[config.mk]
export PLATFORM = sky130hd
export DESIGN_NAME = tbog_guard
export DESIGN_NICKNAME = d
export VERILOG_FILES = /design/src/core/tbog_pkg.sv /design/src/core/tbog_guard.sv
export SDC_FILE = /design/constraint.sdc
export NUM_CORES = 1
export LEC_CHECK = 0
export ABC_AREA = 1
export BUFFER_PORTS_ARGS = -buffer_cell sky130_fd_sc_hd__buf_2
export CELL_PAD_IN_SITES_DETAIL_PLACEMENT = 0
export CELL_PAD_IN_SITES_GLOBAL_PLACEMENT = 1
export CORE_MARGIN = 5
export CORE_UTILIZATION = 38
export CTS_CLUSTER_SIZE = 16
export DETAILED_ROUTE_END_ITERATION = 7
export PLACE_DENSITY = 0.84
export SLEW_MARGIN = 40
export SYNTH_ARGS = -nofsm -noshare
export SYNTH_HDL_FRONTEND = slang
export SYNTH_SLANG_ARGS = --single-unit
[constraint.sdc]
create_clock -name core_clk -period 4.1 [get_ports core_clk]
set_input_delay 0.41 -clock core_clk [delete_from_list [all_inputs] [get_ports core_clk]]
set_output_delay 0.41 -clock core_clk [all_outputs]
set_load 0.01 [all_outputs]
[src/core/tbog_pkg.sv]
// shared constants, register map and carrier types for the break output guard
package tbog_pkg;

    // wishbone register word offsets (byte addresses)
    localparam logic [7:0] REG_CTRL   = 8'h00;  // break / moe / lock / idle config
    localparam logic [7:0] REG_CHAN   = 8'h04;  // preloaded channel config
    localparam logic [7:0] REG_STATUS = 8'h08;  // flags, write one to clear
    localparam logic [7:0] REG_IRQEN  = 8'h0c;  // interrupt and dma enables
    localparam logic [7:0] REG_EVGEN  = 8'h10;  // event generation (write only)
    localparam logic [7:0] REG_ACTIVE = 8'h14;  // shadow config readback

    // REG_CTRL fields
    localparam int CTRL_DT_LSB     = 0;   // dead-time field, 8 bits
    localparam int CTRL_DT_W       = 8;
    localparam int CTRL_LOCK_LSB   = 8;   // two bit lock level
    localparam int CTRL_IDLE_OFFSTATE_SELECT       = 10;
    localparam int CTRL_RUN_OFFSTATE_SELECT       = 11;
    localparam int CTRL_BKE        = 12;
    localparam int CTRL_BKP        = 13;
    localparam int CTRL_AOE        = 14;
    localparam int CTRL_MOE        = 15;
    localparam int CTRL_IDLE_LSB   = 16;  // idle main levels, one per channel
    localparam int CTRL_IDLEN_LSB  = 20;  // idle complementary levels
    localparam int CTRL_POL_LSB    = 24;  // main polarity
    localparam int CTRL_POLN_LSB   = 28;  // complementary polarity

    // REG_CHAN fields, each field starting on a nibble boundary
    localparam int CHAN_MODE_LSB   = 0;   // 3 bit compare mode per channel
    localparam int CHAN_MODE_W     = 3;
    localparam int CHAN_EN_LSB     = 12;  // main enable per channel
    localparam int CHAN_ENN_LSB    = 16;  // complementary enable per channel
    localparam int CHAN_CE_LSB     = 20;  // reference clear enable per channel

    // REG_STATUS / REG_IRQEN / REG_EVGEN bits
    localparam int STAT_BRK        = 0;
    localparam int STAT_STEP       = 1;
    localparam int IEN_BRK         = 0;
    localparam int IEN_STEP        = 1;
    localparam int IEN_STEP_DMA    = 2;
    localparam int EVG_STEP        = 0;

    // compare mode encodings
    localparam logic [2:0] MODE_FORCE_LO = 3'h4;
    localparam logic [2:0] MODE_FORCE_HI = 3'h5;

    // lock levels
    localparam logic [1:0] LOCK_OFF    = 2'h0;

    localparam logic [31:0] RD_ZERO    = 32'h0000_0000;

    // wishbone slave request carrier
    typedef struct packed {
        logic        cyc;
        logic        stb;
        logic        we;
        logic [7:0]  adr;
        logic [3:0]  sel;
        logic [31:0] dat;
    } tbog_wb_req_t;

    // internal break sources
    typedef struct packed {
        logic lockup;
        logic supply_monitor_alarm;
        logic clock_fail_detect;
        logic comparator;
    } tbog_brk_src_t;

endpackage

[src/core/tbog_guard.sv]
// break, main output enable, lock, reference clear and step switch logic
`timescale 1ns/10ps
`default_nettype none

module tbog_guard
    import tbog_pkg::*;
#(
    parameter int CHANNELS = 3
)(
    input  wire logic                core_clk,
    input  wire logic                rst,
    input  wire tbog_wb_req_t        wbReq,
    output logic                     wbAck,
    output logic [31:0]              wbDatOut,
    input  wire logic                break_pin,
    input  wire tbog_brk_src_t       brkSrc,
    input  wire logic                update_event,
    input  wire logic                trigger_input,
    input  wire logic                filtered_ext_trigger,
    input  wire logic [CHANNELS-1:0] reference_wave,
    output logic [CHANNELS-1:0]      main_output,
    output logic [CHANNELS-1:0]      compl_output,
    output logic [CHANNELS-1:0]      mainOutEn,
    output logic [CHANNELS-1:0]      complOutEn,
    output logic                     breakIrq,
    output logic                     stepSwitchIrq,
    output logic                     stepSwitchDmaReq
);

    localparam int MW = CHANNELS * CHAN_MODE_W;

    // configuration registers
    logic [CTRL_DT_W-1:0]  deadtime_field_r;
    logic [1:0]            lockLevel_r;
    logic                  lockWritten_r;
    logic                  idle_offstate_select_r;
    logic                  run_offstate_select_r;
    logic                  breakEnReq_r;
    logic                  breakPolReq_r;
    logic                  break_enable_r;
    logic                  break_polarity_r;
    logic                  auto_output_reenable_r;
    logic [CHANNELS-1:0]   idle_level_main_r;
    logic [CHANNELS-1:0]   idle_level_compl_r;
    logic [CHANNELS-1:0]   polMain_r;
    logic [CHANNELS-1:0]   polCompl_r;
    logic [MW-1:0]         modePre_r;
    logic [CHANNELS-1:0]   enPre_r;
    logic [CHANNELS-1:0]   enNPre_r;
    logic [CHANNELS-1:0]   ref_clear_enable_r;
    logic [MW-1:0]         modeAct_r;
    logic [CHANNELS-1:0]   enAct_r;
    logic [CHANNELS-1:0]   enNAct_r;
    logic                  break_flag_r;
    logic                  step_switch_flag_r;
    logic                  break_irq_enable_r;
    logic                  step_switch_irq_enable_r;
    logic                  step_switch_dma_enable_r;
    logic                  moeSet_r;
    logic [2:0]            brkSync_r;
    logic [2:0]            trgSync_r;
    logic [2:0]            etrSync_r;
    logic                  trgLevel_r;
    logic [2:0]            moeSync_r;
    logic [CTRL_DT_W-1:0]  dtCount_r;
    logic [CHANNELS-1:0]   refCleared_r;

    // bus decode
    logic wbHit;
    logic wbWr;
    logic locked;
    assign wbHit  = wbReq.cyc && wbReq.stb && !wbAck;
    assign wbWr   = wbHit && wbReq.we;
    assign locked = (lockLevel_r != LOCK_OFF);

    // break source and asynchronous request
    logic breakRaw;
    logic breakActive;
    logic moeAsync;
    assign breakRaw = (break_pin ^ ~break_polarity_r) | brkSrc.lockup
                    | brkSrc.supply_monitor_alarm | brkSrc.clock_fail_detect
                    | brkSrc.comparator;
    assign breakActive = break_enable_r && breakRaw;
    // break path into moeAsync is combinational, but the outputs only follow it on a core_clk edge
    assign moeAsync = moeSet_r && !breakActive;

    // synchronised break level, second and third stage both high
    logic breakSynced;
    assign breakSynced = brkSync_r[1] && brkSync_r[2];

    // main output enable state; set by software or update event, killed by break
    always_ff @(posedge core_clk or posedge rst)
    begin
        if (rst)
            moeSet_r <= 1'b0;
        else if (breakActive)
            moeSet_r <= 1'b0;
        else if (wbWr && wbReq.adr == REG_CTRL && wbReq.sel[1])
            moeSet_r <= wbReq.dat[CTRL_MOE];
        else if (auto_output_reenable_r && update_event && !moeSet_r)
            moeSet_r <= 1'b1;
    end

    // resync of the asynchronous enable into the readable bit
    always_ff @(posedge core_clk or posedge rst)
    begin
        if (rst)
            moeSync_r <= 3'h0;
        else
            moeSync_r <= {moeSync_r[1:0], moeAsync};
    end

    // pin inputs through three stages
    always_ff @(posedge core_clk or posedge rst)
    begin
        if (rst)
        begin
            brkSync_r  <= 3'h0;
            trgSync_r  <= 3'h0;
            etrSync_r  <= 3'h0;
            trgLevel_r <= 1'b0;
        end
        else
        begin
            brkSync_r <= {brkSync_r[1:0], breakActive};
            trgSync_r <= {trgSync_r[1:0], trigger_input};
            etrSync_r <= {etrSync_r[1:0], filtered_ext_trigger};
            if (trgSync_r[1] == trgSync_r[2])
                trgLevel_r <= trgSync_r[2];
        end
    end

    logic stepEvent;
    assign stepEvent = (wbWr && wbReq.adr == REG_EVGEN && wbReq.sel[0]
                        && wbReq.dat[EVG_STEP])
                     || (trgSync_r[1] && trgSync_r[2] && !trgLevel_r);

    // control register writes, lock protected except the AOE bit and the lock field
    always_ff @(posedge core_clk or posedge rst)
    begin
        if (rst)
        begin
            deadtime_field_r       <= '0;
            lockLevel_r            <= LOCK_OFF;
            lockWritten_r          <= 1'b0;
            idle_offstate_select_r <= 1'b0;
            run_offstate_select_r  <= 1'b0;
            breakEnReq_r           <= 1'b0;
            breakPolReq_r          <= 1'b0;
            auto_output_reenable_r <= 1'b0;
            idle_level_main_r      <= '0;
            idle_level_compl_r     <= '0;
            polMain_r              <= '0;
            polCompl_r             <= '0;
        end
        else if (wbWr && wbReq.adr == REG_CTRL)
        begin
            if (!locked)
            begin
                deadtime_field_r       <= wbReq.dat[CTRL_DT_LSB +: CTRL_DT_W];
                idle_offstate_select_r <= wbReq.dat[CTRL_IDLE_OFFSTATE_SELECT];
                run_offstate_select_r  <= wbReq.dat[CTRL_RUN_OFFSTATE_SELECT];
                breakEnReq_r           <= wbReq.dat[CTRL_BKE];
                breakPolReq_r          <= wbReq.dat[CTRL_BKP];
                idle_level_main_r      <= wbReq.dat[CTRL_IDLE_LSB +: CHANNELS];
                idle_level_compl_r     <= wbReq.dat[CTRL_IDLEN_LSB +: CHANNELS];
                polMain_r              <= wbReq.dat[CTRL_POL_LSB +: CHANNELS];
                polCompl_r             <= wbReq.dat[CTRL_POLN_LSB +: CHANNELS];
            end
            auto_output_reenable_r <= wbReq.dat[CTRL_AOE];
            // lock field takes only its first write after reset
            if (!lockWritten_r)
            begin
                lockLevel_r   <= wbReq.dat[CTRL_LOCK_LSB +: 2];
                lockWritten_r <= 1'b1;
            end
        end
    end

    // break enable and polarity become effective one cycle after the write
    always_ff @(posedge core_clk or posedge rst)
    begin
        if (rst)
        begin
            break_enable_r   <= 1'b0;
            break_polarity_r <= 1'b0;
        end
        else
        begin
            break_enable_r   <= breakEnReq_r;
            break_polarity_r <= breakPolReq_r;
        end
    end

    // preload and shadow of channel configuration
    always_ff @(posedge core_clk or posedge rst)
    begin
        if (rst)
        begin
            modePre_r          <= '0;
            enPre_r            <= '0;
            enNPre_r           <= '0;
            ref_clear_enable_r <= '0;
            modeAct_r          <= '0;
            enAct_r            <= '0;
            enNAct_r           <= '0;
        end
        else
        begin
            if (wbWr && wbReq.adr == REG_CHAN)
            begin
                if (!locked)
                    modePre_r <= wbReq.dat[CHAN_MODE_LSB +: MW];
                enPre_r            <= wbReq.dat[CHAN_EN_LSB +: CHANNELS];
                enNPre_r           <= wbReq.dat[CHAN_ENN_LSB +: CHANNELS];
                ref_clear_enable_r <= wbReq.dat[CHAN_CE_LSB +: CHANNELS];
            end
            // all channels switch together on the step event
            if (stepEvent)
            begin
                modeAct_r <= modePre_r;
                enAct_r   <= enPre_r;
                enNAct_r  <= enNPre_r;
            end
        end
    end

    // flags: hardware set beats software clear
    always_ff @(posedge core_clk or posedge rst)
    begin
        if (rst)
        begin
            break_flag_r       <= 1'b0;
            step_switch_flag_r <= 1'b0;
        end
        else
        begin
            if (breakSynced)
                break_flag_r <= 1'b1;
            else if (wbWr && wbReq.adr == REG_STATUS && wbReq.dat[STAT_BRK])
                break_flag_r <= 1'b0;
            if (stepEvent)
                step_switch_flag_r <= 1'b1;
            else if (wbWr && wbReq.adr == REG_STATUS && wbReq.dat[STAT_STEP])
                step_switch_flag_r <= 1'b0;
        end
    end

    // interrupt and dma enables
    always_ff @(posedge core_clk or posedge rst)
    begin
        if (rst)
        begin
            break_irq_enable_r       <= 1'b0;
            step_switch_irq_enable_r <= 1'b0;
            step_switch_dma_enable_r <= 1'b0;
        end
        else if (wbWr && wbReq.adr == REG_IRQEN)
        begin
            break_irq_enable_r       <= wbReq.dat[IEN_BRK];
            step_switch_irq_enable_r <= wbReq.dat[IEN_STEP];
            step_switch_dma_enable_r <= wbReq.dat[IEN_STEP_DMA];
        end
    end

    // request outputs registered
    always_ff @(posedge core_clk or posedge rst)
    begin
        if (rst)
        begin
            breakIrq         <= 1'b0;
            stepSwitchIrq    <= 1'b0;
            stepSwitchDmaReq <= 1'b0;
        end
        else
        begin
            breakIrq         <= break_flag_r && break_irq_enable_r;
            stepSwitchIrq    <= step_switch_flag_r && step_switch_irq_enable_r;
            stepSwitchDmaReq <= stepEvent && step_switch_dma_enable_r;
        end
    end

    // dead-time after the enable drops, resync adds the synchroniser delay
    always_ff @(posedge core_clk or posedge rst)
    begin
        if (rst)
            dtCount_r <= '0;
        else if (moeSync_r[2])
            dtCount_r <= deadtime_field_r;
        else if (dtCount_r != '0)
            dtCount_r <= dtCount_r - 1'b1;
    end

    logic etrHigh;
    assign etrHigh = etrSync_r[1] && etrSync_r[2];

    // per channel reference clearing and output steering
    genvar ch;
    generate
        for (ch = 0; ch < CHANNELS; ch = ch + 1)
        begin : g_ch
            logic [2:0] mode;
            logic       forced;
            logic       refW;
            logic       actM;
            logic       actN;
            logic       lvlM;
            logic       lvlN;
            assign mode   = modeAct_r[ch*CHAN_MODE_W +: CHAN_MODE_W];
            assign forced = (mode == MODE_FORCE_LO) || (mode == MODE_FORCE_HI);

            // cleared level held until update event, forced modes exempt
            always_ff @(posedge core_clk or posedge rst)
            begin
                if (rst)
                    refCleared_r[ch] <= 1'b0;
                else if (ref_clear_enable_r[ch] && etrHigh && !forced)
                    refCleared_r[ch] <= 1'b1;
                else if (update_event)
                    refCleared_r[ch] <= 1'b0;
            end

            assign refW = reference_wave[ch] && !refCleared_r[ch]
                          && !(ref_clear_enable_r[ch] && etrHigh && !forced);
            // both enabled: complement pair; only one: straight copy
            assign actM = enAct_r[ch] && refW;
            assign actN = enNAct_r[ch] && (enAct_r[ch] ? !refW : refW);
            // idle levels only once dead-time has elapsed, never both active
            assign lvlM = (dtCount_r == '0) && idle_level_main_r[ch]
                          && !(idle_level_compl_r[ch] && enNAct_r[ch]);
            assign lvlN = (dtCount_r == '0) && idle_level_compl_r[ch] && !lvlM;

            // outputs registered; the gate with moeAsync keeps the reaction fast
            always_ff @(posedge core_clk or posedge rst)
            begin
                if (rst)
                begin
                    main_output[ch]  <= 1'b0;
                    compl_output[ch] <= 1'b0;
                    mainOutEn[ch]    <= 1'b0;
                    complOutEn[ch]   <= 1'b0;
                end
                else if (moeAsync && moeSync_r[2])
                begin
                    main_output[ch]  <= actM ^ polMain_r[ch];
                    compl_output[ch] <= actN ^ polCompl_r[ch];
                    mainOutEn[ch]    <= enAct_r[ch] || run_offstate_select_r;
                    complOutEn[ch]   <= enNAct_r[ch] || run_offstate_select_r;
                end
                else
                begin
                    main_output[ch]  <= lvlM ^ polMain_r[ch];
                    compl_output[ch] <= lvlN ^ polCompl_r[ch];
                    mainOutEn[ch]    <= idle_offstate_select_r
                                        && (enAct_r[ch] || enNAct_r[ch]);
                    complOutEn[ch]   <= idle_offstate_select_r
                                        && (enAct_r[ch] || enNAct_r[ch]);
                end
            end
        end
    endgenerate

    // read mux
    logic [31:0] rdData;
    always_comb
    begin
        rdData = RD_ZERO;
        unique case (wbReq.adr)
            REG_CTRL:
            begin
                rdData[CTRL_DT_LSB +: CTRL_DT_W]  = deadtime_field_r;
                rdData[CTRL_LOCK_LSB +: 2]        = lockLevel_r;
                rdData[CTRL_IDLE_OFFSTATE_SELECT]                 = idle_offstate_select_r;
                rdData[CTRL_RUN_OFFSTATE_SELECT]                 = run_offstate_select_r;
                rdData[CTRL_BKE]                  = break_enable_r;
                rdData[CTRL_BKP]                  = break_polarity_r;
                rdData[CTRL_AOE]                  = auto_output_reenable_r;
                rdData[CTRL_MOE]                  = moeSync_r[2];
                rdData[CTRL_IDLE_LSB +: CHANNELS]  = idle_level_main_r;
                rdData[CTRL_IDLEN_LSB +: CHANNELS] = idle_level_compl_r;
                rdData[CTRL_POL_LSB +: CHANNELS]   = polMain_r;
                rdData[CTRL_POLN_LSB +: CHANNELS]  = polCompl_r;
            end
            REG_CHAN:
            begin
                rdData[CHAN_MODE_LSB +: MW]      = modePre_r;
                rdData[CHAN_EN_LSB +: CHANNELS]  = enPre_r;
                rdData[CHAN_ENN_LSB +: CHANNELS] = enNPre_r;
                rdData[CHAN_CE_LSB +: CHANNELS]  = ref_clear_enable_r;
            end
            REG_STATUS:
            begin
                rdData[STAT_BRK]  = break_flag_r;
                rdData[STAT_STEP] = step_switch_flag_r;
            end
            REG_IRQEN:
            begin
                rdData[IEN_BRK]      = break_irq_enable_r;
                rdData[IEN_STEP]     = step_switch_irq_enable_r;
                rdData[IEN_STEP_DMA] = step_switch_dma_enable_r;
            end
            REG_ACTIVE:
            begin
                rdData[CHAN_MODE_LSB +: MW]      = modeAct_r;
                rdData[CHAN_EN_LSB +: CHANNELS]  = enAct_r;
                rdData[CHAN_ENN_LSB +: CHANNELS] = enNAct_r;
            end
            default:
                rdData = RD_ZERO;
        endcase
    end

    // single wait-free ack; unmapped reads return zero, writes are dropped
    always_ff @(posedge core_clk or posedge rst)
    begin
        if (rst)
        begin
            wbAck    <= 1'b0;
            wbDatOut <= RD_ZERO;
        end
        else
        begin
            wbAck    <= wbHit;
            wbDatOut <= wbHit ? rdData : RD_ZERO;
        end
    end

endmodule

`default_nettype wire

After elaboration in Yosys (flattened, before gate mapping). Index checks and enable logic that the tools add are counted.

Bits in registers: 140. Input bits: 60. Output and inout port bits: 48. Logic and storage cells: 235.

Add/sub/neg operators: 1. Equality and inequality tests: 12. Multiplexer cells: 39. Bitwise logic cells: 20. Reductions and logical operators: 110.

Operators with widths (number): logical AND 1 bit (61); two-way mux 31 bit (1); two-way mux 1 bit (27); zero test 1 bit (22); == test 3 bit (second input constant) (6); one-hot mux 3 bit (3 select lines) (2); one-hot mux 6 bit (3 select lines) (1); == test 8 x 4 -> 1 bit (second input constant) (2); == test 8 x 5 -> 1 bit (second input constant) (2); zero test 8 bit (2); two-way mux 8 bit (2); nonzero test 2 bit (7); logical OR 1 bit (13); bitwise XOR 1 bit (13); one-hot mux 2 bit (5 select lines) (1); two-way mux 3 bit (3); == test 8 x 3 -> 1 bit (second input constant) (1); nonzero test 8 bit (1); subtractor 8 x 1 -> 8 bit (second input constant) (1); one-hot mux 3 bit (2 select lines) (1); AND reduction 2 bit (3); OR 1 bit (4); one-hot mux 1 bit (4 select lines) (1); inverter 1 bit (3); 2 further kinds (2).

Depth between registers and ports, before layout. Gate-level depths: netlist of the first run.

Depth in word-level cells: 11. Depth in mapped cells: 11. Gate-level depth less buffers: 10.

Worst setup path after synthesis of the first run. Ideal clock, no wire load.

Path kind: input -> register. Start point: in wbReq[41] (netlist name). End point: reg idle_level_main_r[2]. Setup time: 0.117 ns. Arrival: 1.470 ns. Required time: 3.983 ns. Setup slack: 2.512 ns. Stages: 10. Buffers on the path: 2. Cell sequence: nor2_1 > nand3_2 > nor2_8 > nand2_4 > inv_2 > nand2_2 > buf_6 > buf_6 > nand2_1 > o21ai_2.

Longest elaborated chain between the ends: 3.

Ends and longest elaborated chain: start: declaration (line tbog_guard.sv:12) `input wire tbog_wb_req_t wbReq,`; zero test 8 bit (line tbog_guard.sv:156) `else if (wbWr && wbReq.adr == REG_CTRL)`; logical AND 1 bit (line tbog_guard.sv:156); AND reduction 2 bit (no line); end signal: assignment (line tbog_guard.sv:165) `idle_level_main_r <= wbReq.dat[CTRL_IDLE_LSB +: CHANNELS];`; end: declaration (line tbog_guard.sv:43) `logic [CHANNELS-1:0] idle_level_main_r;`.

Every way passes these cells. A chain may end at the register's enable or synchronous reset.

Worst setup path in the final report of the first run.
Start point: reg break_polarity_r. End point: reg main_output[0].

Longest elaborated chain between the ends: 11.

Ends and longest elaborated chain: start: declaration (line tbog_guard.sv:41) `logic break_polarity_r;`; start signal: assignment (line tbog_guard.sv:191) `break_polarity_r <= breakPolReq_r;`; inverter 1 bit (line tbog_guard.sv:80) `assign breakRaw = (break_pin ^ ~break_polarity_r) | brkSrc.lockup`; bitwise XOR 1 bit (line tbog_guard.sv:80); OR 1 bit (line tbog_guard.sv:80); OR 1 bit (2 in series) (line tbog_guard.sv:81) `| brkSrc.supply_monitor_alarm | brkSrc.clock_fail_detect`; OR 1 bit (line tbog_guard.sv:82) `| brkSrc.comparator;`; logical AND 1 bit (line tbog_guard.sv:83) `assign breakActive = break_enable_r && breakRaw;`; zero test 1 bit (line tbog_guard.sv:85) `assign moeAsync = moeSet_r && !breakActive;`; logical AND 1 bit (line tbog_guard.sv:85); logical AND 1 bit (line tbog_guard.sv:343) `else if (moeAsync && moeSync_r[2])`; two-way mux 1 bit (line tbog_guard.sv:343); end signal: indexed assignment (line tbog_guard.sv:345) `main_output[ch] <= actM ^ polMain_r[ch];`; end signal: indexed assignment (line tbog_guard.sv:352) `main_output[ch] <= lvlM ^ polMain_r[ch];`; end: declaration (line tbog_guard.sv:21) `output logic [CHANNELS-1:0] main_output,`.

Every way passes these cells.

==> impl_summary.log, run 1 <==
INFO  metric outcome = complete, no violations
INFO  metric finalWeightedCongestion = 0.824
INFO  metric wp_buf_inv = 1
INFO  metric vias = around 4700
INFO  metric io-pin-count = around 110
INFO  metric grt_util_all_layers = 16.4%
INFO  metric n_antenna_cell = 0
INFO  metric worstMarginPinSlew = 0.724 ns
INFO  metric maxCapViolCount = 0
INFO  metric core.rowCount = 45
INFO  metric finalWirelength = 14300 um
INFO  metric clock_power_share = 51.9%
INFO  metric post_cts.repair.setup_buffers = 0
INFO  metric drv_slew = 0
INFO  metric post_synthesis_compound_gate_area_fraction = 10.3%
INFO  metric timing.final.crit_share = between 40% and 50%
INFO  metric timing.setup.critical_path_class = register to register
INFO  metric detail_route.iter0.violations = 290
INFO  metric fp.dieH = 135 um
INFO  metric power_per_cell_area = roughly 430 nW/um2
INFO  metric critical_path.max_fanout = 15
INFO  metric io_buffers = a little under 100
INFO  metric worstPathRequired = 4.41 ns
INFO  metric multiInputGateArea = 2020 um2
INFO  metric finalSetupTns = 0 ns
INFO  metric wirelength_met1 = 6730 um
INFO  metric worstSkewPairLatency = 0.43 ns
INFO  metric routed_via_density = 4.74
INFO  metric number_of_global_route_vias_before_repair = 4699
INFO  metric final-setup-viol-count = 0
INFO  metric regArea = 3430 um2
INFO  metric tritoncts_sinks = 137
INFO  metric area_growth = 21.8%
INFO  metric antenna_violating_nets_left = 0
INFO  metric design.core.area = ~15000 um2
INFO  metric grt_start_max_net_pins = 105
INFO  metric global_route.overflow_total = 0
INFO  metric hpwl = about 9800 um
INFO  metric finalNetCount = 835
INFO  metric synthAdderAreaFrac = under 10%
INFO  metric clock_tree_from_tritoncts = built
INFO  metric initial_antenna_violation_count = 0
INFO  metric p_comb_share = 3.9%
INFO  metric clk_pin_slew_worst_paths = 0.06 ns
INFO  metric ctsResizeCount = 0
INFO  metric rsz0062_at_grt = false
INFO  metric cts-root-to-sink-buffers = 2
INFO  metric synth_warnings = 0
INFO  metric drive_gt1_share = 20.6%
INFO  metric synthSimpleGateAreaFrac = 21.3%
INFO  metric start_util = 38.9%
INFO  metric slowest_stage_cell_cp = sky130_fd_sc_hd__nand3_1
INFO  metric dpl_worst_slack = about 1.9 ns
INFO  metric drcViolationCount = 0
INFO  metric post_synth_mux_area_share = less than 1%
INFO  metric ys_types = 35
INFO  metric finalHoldViolations = 0
INFO  metric worst_slew_margin_rel = 51.6%
INFO  metric switching_share = 22.0%
INFO  metric met2WireLength = 6520 um
INFO  metric ir_drop = a little over 300 uV
INFO  metric synth_top_family_by_area = simple AND/OR/NAND/NOR gates
INFO  metric met3WireLength = 802 um
INFO  metric p_leak = around 3.8 nW
INFO  metric cts-htree-levels = 4
INFO  metric synth_cells = 670
INFO  metric routedWlPerCell = 14.4 um
INFO  metric cpMostUsedCell = sky130_fd_sc_hd__nand2_1
INFO  metric synth_top_cells_by_area = sky130_fd_sc_hd__dfrtp_1 58%, sky130_fd_sc_hd__nand2_1 11%, sky130_fd_sc_hd__inv_1 5.9%
INFO  metric min_path_type = input port to register
INFO  metric finalClockSkew = 0.0106 ns
INFO  metric synth.top_cell.area_share = 57.8%
INFO  metric synthFlopType = sky130_fd_sc_hd__dfrtp_1
INFO  metric worst_slack = about 2.2 ns
INFO  metric async_reset_ff_share = 100%
INFO  metric grt_first_pass_wirelength = 23400 um
INFO  metric p_int = ~2.4 mW
INFO  metric num-fill-cells = 1471
INFO  metric drt-pass1-iter-count = 5
INFO  metric worst_path_dominant_cell_family = simple AND/OR/NAND/NOR gates
INFO  metric postSynthAreaPerCell = between 8 and 9 um2
INFO  metric cp_cell_sequence = nand2_1 > inv_1 > nor2_1 > nand2_1 > nand2_1 > nand3_1 > nand2_1 > nand2_1 > nand2_1 > nand2_1
INFO  metric post_cts_hold_buffer_count = 0
INFO  metric timing.critical_path.slowest_cell_delay = 0.47 ns
INFO  metric post_route_core_utilization = a little under half
INFO  metric synth.cell_area = 5930 um2
INFO  metric yosysTopAreaCell = sky130_fd_sc_hd__dfrtp_1
INFO  metric cp.arrival = roughly 2.3 ns
INFO  metric p_seq_share = 44.2%
INFO  metric post_synth_xor_area_fraction = 0.591%
INFO  metric critPathCaptureType = register
INFO  metric switching_power = 684 uW
INFO  metric maxClockFrequency = 517 MHz
INFO  metric dieWidth = between 100 and 150 um
INFO  metric synth-edff-count = 0
INFO  metric ctsRootBufferMaster = sky130_fd_sc_hd__clkbuf_16
INFO  metric maxUsedRoutingLayer = met4
INFO  metric worstSetupStartpointType = register
INFO  metric seq_area_frac_synth = between 50 and 60%
INFO  metric fin_crit = 1.93 ns
INFO  metric die_area = 18200 um2
INFO  metric inserted_clock_buffers = 17
INFO  metric ys_ff_latch = 137
==> cells in the mapped netlist (2+ instances only) <==
cell type                  count
sky130_fd_sc_hd__nand2_1     181
sky130_fd_sc_hd__dfrtp_1     137
sky130_fd_sc_hd__inv_1        93
sky130_fd_sc_hd__o21ai_0      52
sky130_fd_sc_hd__nor2_1       51
sky130_fd_sc_hd__nand3_1      27
sky130_fd_sc_hd__o21ai_1      13
sky130_fd_sc_hd__a21oi_1      12
sky130_fd_sc_hd__nand4_1      12
sky130_fd_sc_hd__o211ai_1     12
sky130_fd_sc_hd__nor3_1       11
sky130_fd_sc_hd__clkbuf_1      9
sky130_fd_sc_hd__a21oi_2       8
sky130_fd_sc_hd__buf_2         6
sky130_fd_sc_hd__buf_4         6
sky130_fd_sc_hd__ha_1          6
sky130_fd_sc_hd__buf_6         3
sky130_fd_sc_hd__inv_2         3
sky130_fd_sc_hd__nand3_2       3
sky130_fd_sc_hd__nor2_2        3
sky130_fd_sc_hd__o22ai_1       3
sky130_fd_sc_hd__xor2_1        3
sky130_fd_sc_hd__nand2_2       2
sky130_fd_sc_hd__o21ai_2       2
sky130_fd_sc_hd__o21bai_1      2
==> power groups by stage <==
| stage | registers (mW) | logic, mW | clock network, mW |
|---|---|---|---|
| final | 1.37 | 0.121 | 1.61 |
| after global routing | 1.37 | 0.139 | 1.69 |
| after CTS | 1.37 | 0.124 | 1.64 |
| after detailed placement | 1.40 | 0.124 | 0 |
| after global placement | 1.40 | 0.122 | 0 |
| after floorplan | 1.40 | 0.0675 | 0 |
==> final cells by class <==
class / count / share of cell area (%)
clock buffers: 18 / 5.94
multi-input cells: 416 / 28.0
inverters: 96 / 5.09
clock inverters: 14 / 2.70
flip-flops and latches: 137 / 47.5
well taps: 211 / 3.65
repair buffers: 101 / 7.14
==> registers in the layout, summed over array words and instances (netlist names), 3 cells and up <==
register and count:
brkSync_r 3, complOutEn 3, compl_output 3, deadtime_field_r 8, dtCount_r 8, enAct_r 3
enNAct_r 3, enNPre_r 3, enPre_r 3, etrSync_r 3, idle_level_compl_r 3, idle_level_main_r 3
mainOutEn 3, main_output 3, modeAct_r 9, modePre_r 9, moeSync_r 3, polCompl_r 3
polMain_r 3, refCleared_r 3, ref_clear_enable_r 3, trgSync_r 3, wbDatOut 28
==> metal layers <==
layer	up-vias	global-route usage, %
li1	2317	-
met1	2231	22.4
met2	133	25.6
met3	26	3.73
met4	0	6.55
met5	-	0
==> worst paths after layout <==
path,end,cells past startpoint,start,slack (ns)
max in group asynchronous,compl_output[2]$_DFF_PP0_,3,rst,3.25
worst max register to register,main_output[0]$_DFF_PP0_,10,break_polarity_r$_DFF_PP0_,2.17
min in group asynchronous,modeAct_r[6]$_DFFE_PP0P_,2,rst,0.09
worst min register to register,etrSync_r[1]$_DFF_PP0_,0,etrSync_r[0]$_DFF_PP0_,0.35
worst min-delay path,trgSync_r[0]$_DFF_PP0_,1,trigger_input,0.08
worst max-delay path,main_output[0]$_DFF_PP0_,10,break_polarity_r$_DFF_PP0_,2.17
==> per-stage QoR <==
step                      hold WS (ns)  instance area, um2  cells  total power [mW]
final                           0.0821                7220    993              3.11
after global placement           0.332                6590    961              1.52
after floorplan                  0.331                5940    673              1.46
after global routing            0.0766                7220    993              3.20
after detailed placement         0.336                6600    961              1.52
after CTS                       0.0688                7220    993              3.14
==> cells in the final DEF (no fill, tap or decap), types with 6 or more instances in the layout <==
cell type / netlist / layout
sky130_fd_sc_hd__nand4_1: 12 / 12
sky130_fd_sc_hd__a21oi_1: 12 / 12
sky130_fd_sc_hd__dfrtp_1: 137 / 137
sky130_fd_sc_hd__o21ai_1: 13 / 12
sky130_fd_sc_hd__nor2_1: 51 / 50
sky130_fd_sc_hd__clkbuf_16: 0 / 17
sky130_fd_sc_hd__buf_2: 6 / 97
sky130_fd_sc_hd__ha_1: 6 / 6
sky130_fd_sc_hd__nand2_1: 181 / 181
sky130_fd_sc_hd__nor3_1: 11 / 11
sky130_fd_sc_hd__o21ai_0: 52 / 52
sky130_fd_sc_hd__inv_1: 93 / 92
sky130_fd_sc_hd__a21oi_2: 8 / 8
sky130_fd_sc_hd__o211ai_1: 12 / 12
sky130_fd_sc_hd__nand3_1: 27 / 27
==> cells by family (layout without fill, tap and decap cells) <==
| kind of cell | count (synthesis) | in the layout |
|---|---|---|
| simple gates | 295 | 295 |
| fa+ha+maj | 6 | 6 |
| compound gates | 106 | 106 |
| mux | 1 | 1 |
| flops | 137 | 137 |
| xor+xnor | 4 | 4 |
| buf+inv | 120 | 229 |
| other cells | 1 | 4 |
(Power assumes the default switching activity.)
==> run 2, diff against run 1 <==
ABC_AREA = 0   (was 1)
CORE_UTILIZATION = 45   (was 38)
PLACE_DENSITY = 0.88   (was 0.84)
clock period = 1.95 ns   (was 4.1 ns; I/O delays follow)
==> run 2 against run 1 <==
Effect of this change: synthesized cell count shrank 29%; sequential power grew 130%; total power rose by 140%; combinational power rose to 7.4 times the previous value; critical path type unchanged; highest routed layer unchanged.
==> impl_summary.log, run 2 <==
INFO  metric finalWeightedCongestion = 0.822 (was 0.824)
INFO  metric ir_drop = 588 uV (was 306 uV)
INFO  metric timing.critical_path.slowest_cell_delay = 0.51 ns (was 0.47 ns)
INFO  metric power_per_cell_area = 957 nW/um2 (was 430 nW/um2)
INFO  metric synth.most_common_cell = sky130_fd_sc_hd__dfrtp_1 (was sky130_fd_sc_hd__nand2_1)
INFO  metric synth_cells = 476 (was 670)
INFO  metric largest_register_ff_count = 28 (unchanged)
INFO  metric cp_cell_sequence = inv_2 > ha_4 > nor4b_4 > nand4_1 > o211a_1 > or4_1 (was nand2_1 > inv_1 > nor2_1 > nand2_1 > nand2_1 > nand3_1 > nand2_1 > nand2_1 > nand2_1 > nand2_1)
INFO  metric worst_slack = 0.00446 ns (was 2.17 ns)
INFO  metric initial_antenna_violation_count = 0 (unchanged)
INFO  metric finalNetCount = 685 (was 835)
INFO  metric wp_buf_inv = 1 (unchanged)
INFO  metric timing.setup.critical_path_class = register to register (unchanged)
INFO  metric core.rowCount = 42 (was 45)
INFO  metric design.core.area = 13200 um2 (was 15300 um2)
INFO  metric postSynthAreaPerCell = 12.6 um2 (was 8.85 um2)
INFO  metric clk_pin_slew_worst_paths = 0.05 ns (was 0.06 ns)
INFO  metric drcViolationCount = 0 (unchanged)
INFO  metric cp.arrival = 2.23 ns (was 2.25 ns)
INFO  metric yosysTopAreaCell = sky130_fd_sc_hd__dfrtp_1 (unchanged)
INFO  metric worstMarginPinSlew = 0.675 ns (was 0.724 ns)
INFO  metric finalSetupTns = 0 ns (unchanged)
INFO  metric cts-root-to-sink-buffers = 2 (unchanged)
INFO  metric dpl_worst_slack = -0.149 ns (was 1.87 ns)
INFO  metric ys_types = 55 (was 35)
INFO  metric maxClockFrequency = 514 MHz (was 517 MHz)
INFO  metric num-fill-cells = 1066 (was 1471)
INFO  metric switching_power = 1.75 mW (was 684 uW)
INFO  metric min_path_type = input port to register (unchanged)
INFO  metric synth.top_cell.area_share = 57.1% (was 57.8%)
INFO  metric worstSetupStartpointType = register (unchanged)
INFO  metric worst_path_dominant_cell_family = simple AND/OR/NAND/NOR gates (unchanged)
INFO  metric layout.cells.most_common = sky130_fd_sc_hd__dfrtp_1 (was sky130_fd_sc_hd__nand2_1)
INFO  metric placed_inst_area = 6960 um2 (was 6600 um2)
INFO  metric detail_route.iter0.violations = 328 (was 290)
INFO  metric maxCapViolCount = 0 (unchanged)
INFO  metric finalHoldViolations = 0 (unchanged)
INFO  metric routed_via_density = 5.32 (was 4.74)
INFO  metric p_int = 5.69 mW (was 2.42 mW)
INFO  metric worstPathRequired = 2.24 ns (was 4.41 ns)
INFO  metric seq_area_frac_synth = 57.1% (was 57.8%)
INFO  metric reg.largest.list = wbDatOut x28, modeAct_r x9, modePre_r x9 (unchanged)
INFO  metric synthFlopType = sky130_fd_sc_hd__dfrtp_1 (unchanged)
INFO  metric commonest_cells_after_routing_fill_and_taps_aside = 137 x sky130_fd_sc_hd__dfrtp_1, 97 x sky130_fd_sc_hd__buf_2, 57 x sky130_fd_sc_hd__mux2_2 (was 181 x sky130_fd_sc_hd__nand2_1, 137 x sky130_fd_sc_hd__dfrtp_1, 97 x sky130_fd_sc_hd__buf_2)
INFO  metric slowest_stage_cell_cp = sky130_fd_sc_hd__or4_1 (was sky130_fd_sc_hd__nand3_1)
INFO  metric cts-htree-levels = 4 (unchanged)
INFO  metric start_util = 45.5% (was 38.9%)
INFO  metric worst_slew_margin_rel = 54.9% (was 51.6%)
INFO  metric io_buffers = 97 (unchanged)
INFO  metric critical_path.max_fanout = 4 (was 15)
INFO  metric vias = 4298 (was 4707)
INFO  metric inserted_clock_buffers = 17 (unchanged)
INFO  metric antenna_violating_nets_left = 0 (unchanged)
INFO  metric area_growth = 29.3% (was 21.8%)
INFO  metric layoutNonFillerInstCount = 808 (was 993)
INFO  metric regMostFlops = wbDatOut (unchanged)
INFO  metric outcome = complete, no violations (unchanged)
INFO  metric synth_warnings = 0 (unchanged)
INFO  metric p_comb_share = 12.1% (was 3.9%)
INFO  metric finalWirelength = 14700 um (was 14300 um)
INFO  metric grt_start_max_net_pins = 46 (was 105)
INFO  metric clock_tree_from_tritoncts = built (unchanged)
INFO  metric dp.cells = 767 (was 961)
INFO  metric p_leak = 3.99 nW (was 3.77 nW)
INFO  metric synth.cell_area = 6010 um2 (was 5930 um2)
INFO  metric die_area = 15800 um2 (was 18200 um2)
INFO  metric synthTopCellsByCount = 137 x sky130_fd_sc_hd__dfrtp_1, 57 x sky130_fd_sc_hd__mux2_2, 31 x sky130_fd_sc_hd__nor2_1, 23 x sky130_fd_sc_hd__o21ai_0, 21 x sky130_fd_sc_hd__nand2_1 (was 181 x sky130_fd_sc_hd__nand2_1, 137 x sky130_fd_sc_hd__dfrtp_1, 93 x sky130_fd_sc_hd__inv_1, 52 x sky130_fd_sc_hd__o21ai_0, 51 x sky130_fd_sc_hd__nor2_1)
INFO  metric rsz0062_at_grt = true (was false)
INFO  metric global_route.overflow_total = 0 (unchanged)
INFO  metric p_seq_share = 41.7% (was 44.2%)
INFO  metric grt_util_all_layers = 19.2% (was 16.4%)
INFO  metric fin_crit = 1.95 ns (was 1.93 ns)
INFO  metric n_antenna_cell = 0 (unchanged)
INFO  metric synth_top_cells_by_area = sky130_fd_sc_hd__dfrtp_1 57%, sky130_fd_sc_hd__mux2_2 11%, sky130_fd_sc_hd__mux2_4 5.0% (was sky130_fd_sc_hd__dfrtp_1 58%, sky130_fd_sc_hd__nand2_1 11%, sky130_fd_sc_hd__inv_1 5.9%)
INFO  metric final-setup-viol-count = 0 (unchanged)
INFO  metric critPathCaptureType = register (unchanged)
INFO  metric timing.final.crit_share = 99.8% (was 47.2%)
INFO  metric async_reset_ff_share = 100% (unchanged)
INFO  metric drv_slew = 0 (unchanged)
INFO  metric switching_share = 23.5% (was 22.0%)
INFO  metric routedWlPerCell = 18.2 um (was 14.4 um)
INFO  metric synth-edff-count = 0 (unchanged)
INFO  metric grt_first_pass_wirelength = 24000 um (was 23400 um)
INFO  metric io-pin-count = 108 (unchanged)
INFO  metric tritoncts_sinks = 137 (unchanged)
INFO  metric worstSkewPairLatency = 0.42 ns (was 0.43 ns)
INFO  metric dieWidth = 126 um (was 135 um)
INFO  metric ctsRootBufferMaster = sky130_fd_sc_hd__clkbuf_16 (unchanged)
INFO  metric fp.dieH = 126 um (was 135 um)
INFO  metric drt-pass1-iter-count = 4 (was 5)
INFO  metric number_of_global_route_vias_before_repair = 4569 (was 4699)
INFO  metric clock_power_share = 46.2% (was 51.9%)
INFO  metric layout.cell_area.non_filler = 7770 um2 (was 7220 um2)
INFO  metric drive_gt1_share = 43.8% (was 20.6%)
INFO  metric ys_ff_latch = 137 (unchanged)
INFO  metric finalClockSkew = 0.0115 ns (was 0.0106 ns)
INFO  metric hpwl = 10600 um (was 9820 um)
INFO  metric power = 7.43 mW (was 3.11 mW)
[run 2: cell count changes after synthesis, sizes merged, moves of 7 or more]
cell	before	now
nor4	0	8
a22oi	0	13
mux2	1	77
nand4	12	5
and2	0	17
a21oi	20	5
nand2	184	21
and3	0	8
inv	96	11
o21ai	67	24
nor2b	0	7
nand3	31	8
o211a	0	9
nor2	56	31
[run 2: power groups by stage]
stage                     registers (mW)  clock network (mW)  logic (mW)
after floorplan                     3.11                   0       0.487
final                               3.10                3.44       0.898
after detailed placement            3.13                   0       0.806
after CTS                           3.09                3.48       0.843
after global routing                3.12                3.61       0.995
after global placement              3.11                   0       0.769
[run 2: stage by stage]
step	hold slack (ns)	util [%]
after floorplan	0.226	-
final	0.0140	58.9
after global placement	0.303	52.7
after CTS	0.00322	58.5
after detailed placement	0.306	52.8
after global routing	0.00482	58.9
[run 2: cell families after synthesis]
family	share of synthesized area, %
flops	57.1
simple gates	12.1
mux	17.1
compound gates	8.81
buf+inv	2.85
fa+ha+maj	1.25
xor+xnor	0.729
other cells	0.0624
[run 2: cell type report]
| class | instances | area [um2] | area share (%) |
|---|---|---|---|
| Clock buffer | 27 | 543 | 6.99 |
| Clock inverter | 5 | 104 | 1.34 |
| Inverter | 12 | 48.8 | 0.628 |
| Multi-Input combinational cell | 305 | 2510 | 32.4 |
| Sequential cell | 137 | 3430 | 44.1 |
| Tap cell | 176 | 220 | 2.84 |
| Timing Repair Buffer | 146 | 910 | 11.7 |
[run 2: metal layers]
metal / share of wire [%] / up-vias / track usage, %
met3: 5.3 / 14 / 4.86
met1: 43 / 2169 / 24.4
met4: 1.3 / 0 / 5.99
met2: 51 / 117 / 32.5
met5: 0 / - / 0
li1: - / 1998 / -
[run 2: final timing paths]
path / depth (start not counted) / slack [ns] / endpoint / startpoint
worst max register to register: 6 / 0.004 / compl_output[1]$_DFF_PP0_ / dtCount_r[0]$_DFFE_PP0P_
max in group asynchronous: 4 / 0.87 / wbDatOut[26]$_DFF_PP0_ / rst
min in group asynchronous: 3 / 0.43 / etrSync_r[2]$_DFF_PP0_ / rst
worst min register to register: 0 / 0.35 / etrSync_r[1]$_DFF_PP0_ / etrSync_r[0]$_DFF_PP0_
worst max-delay path: 6 / 0.004 / compl_output[1]$_DFF_PP0_ / dtCount_r[0]$_DFFE_PP0P_
worst min-delay path: 2 / 0.01 / polMain_r[1]$_DFFE_PP0P_ / wbReq[25]
[run 2: timing repair]
action / CTS / global route
endpoints found under the setup margin: 29 / 25
endpoints found under the hold margin: 27 / 0
pin swaps: 0 / 8
buffers inserted: 2 / 4
resized for setup: 12 / 8
hold buffers: 3 / 0
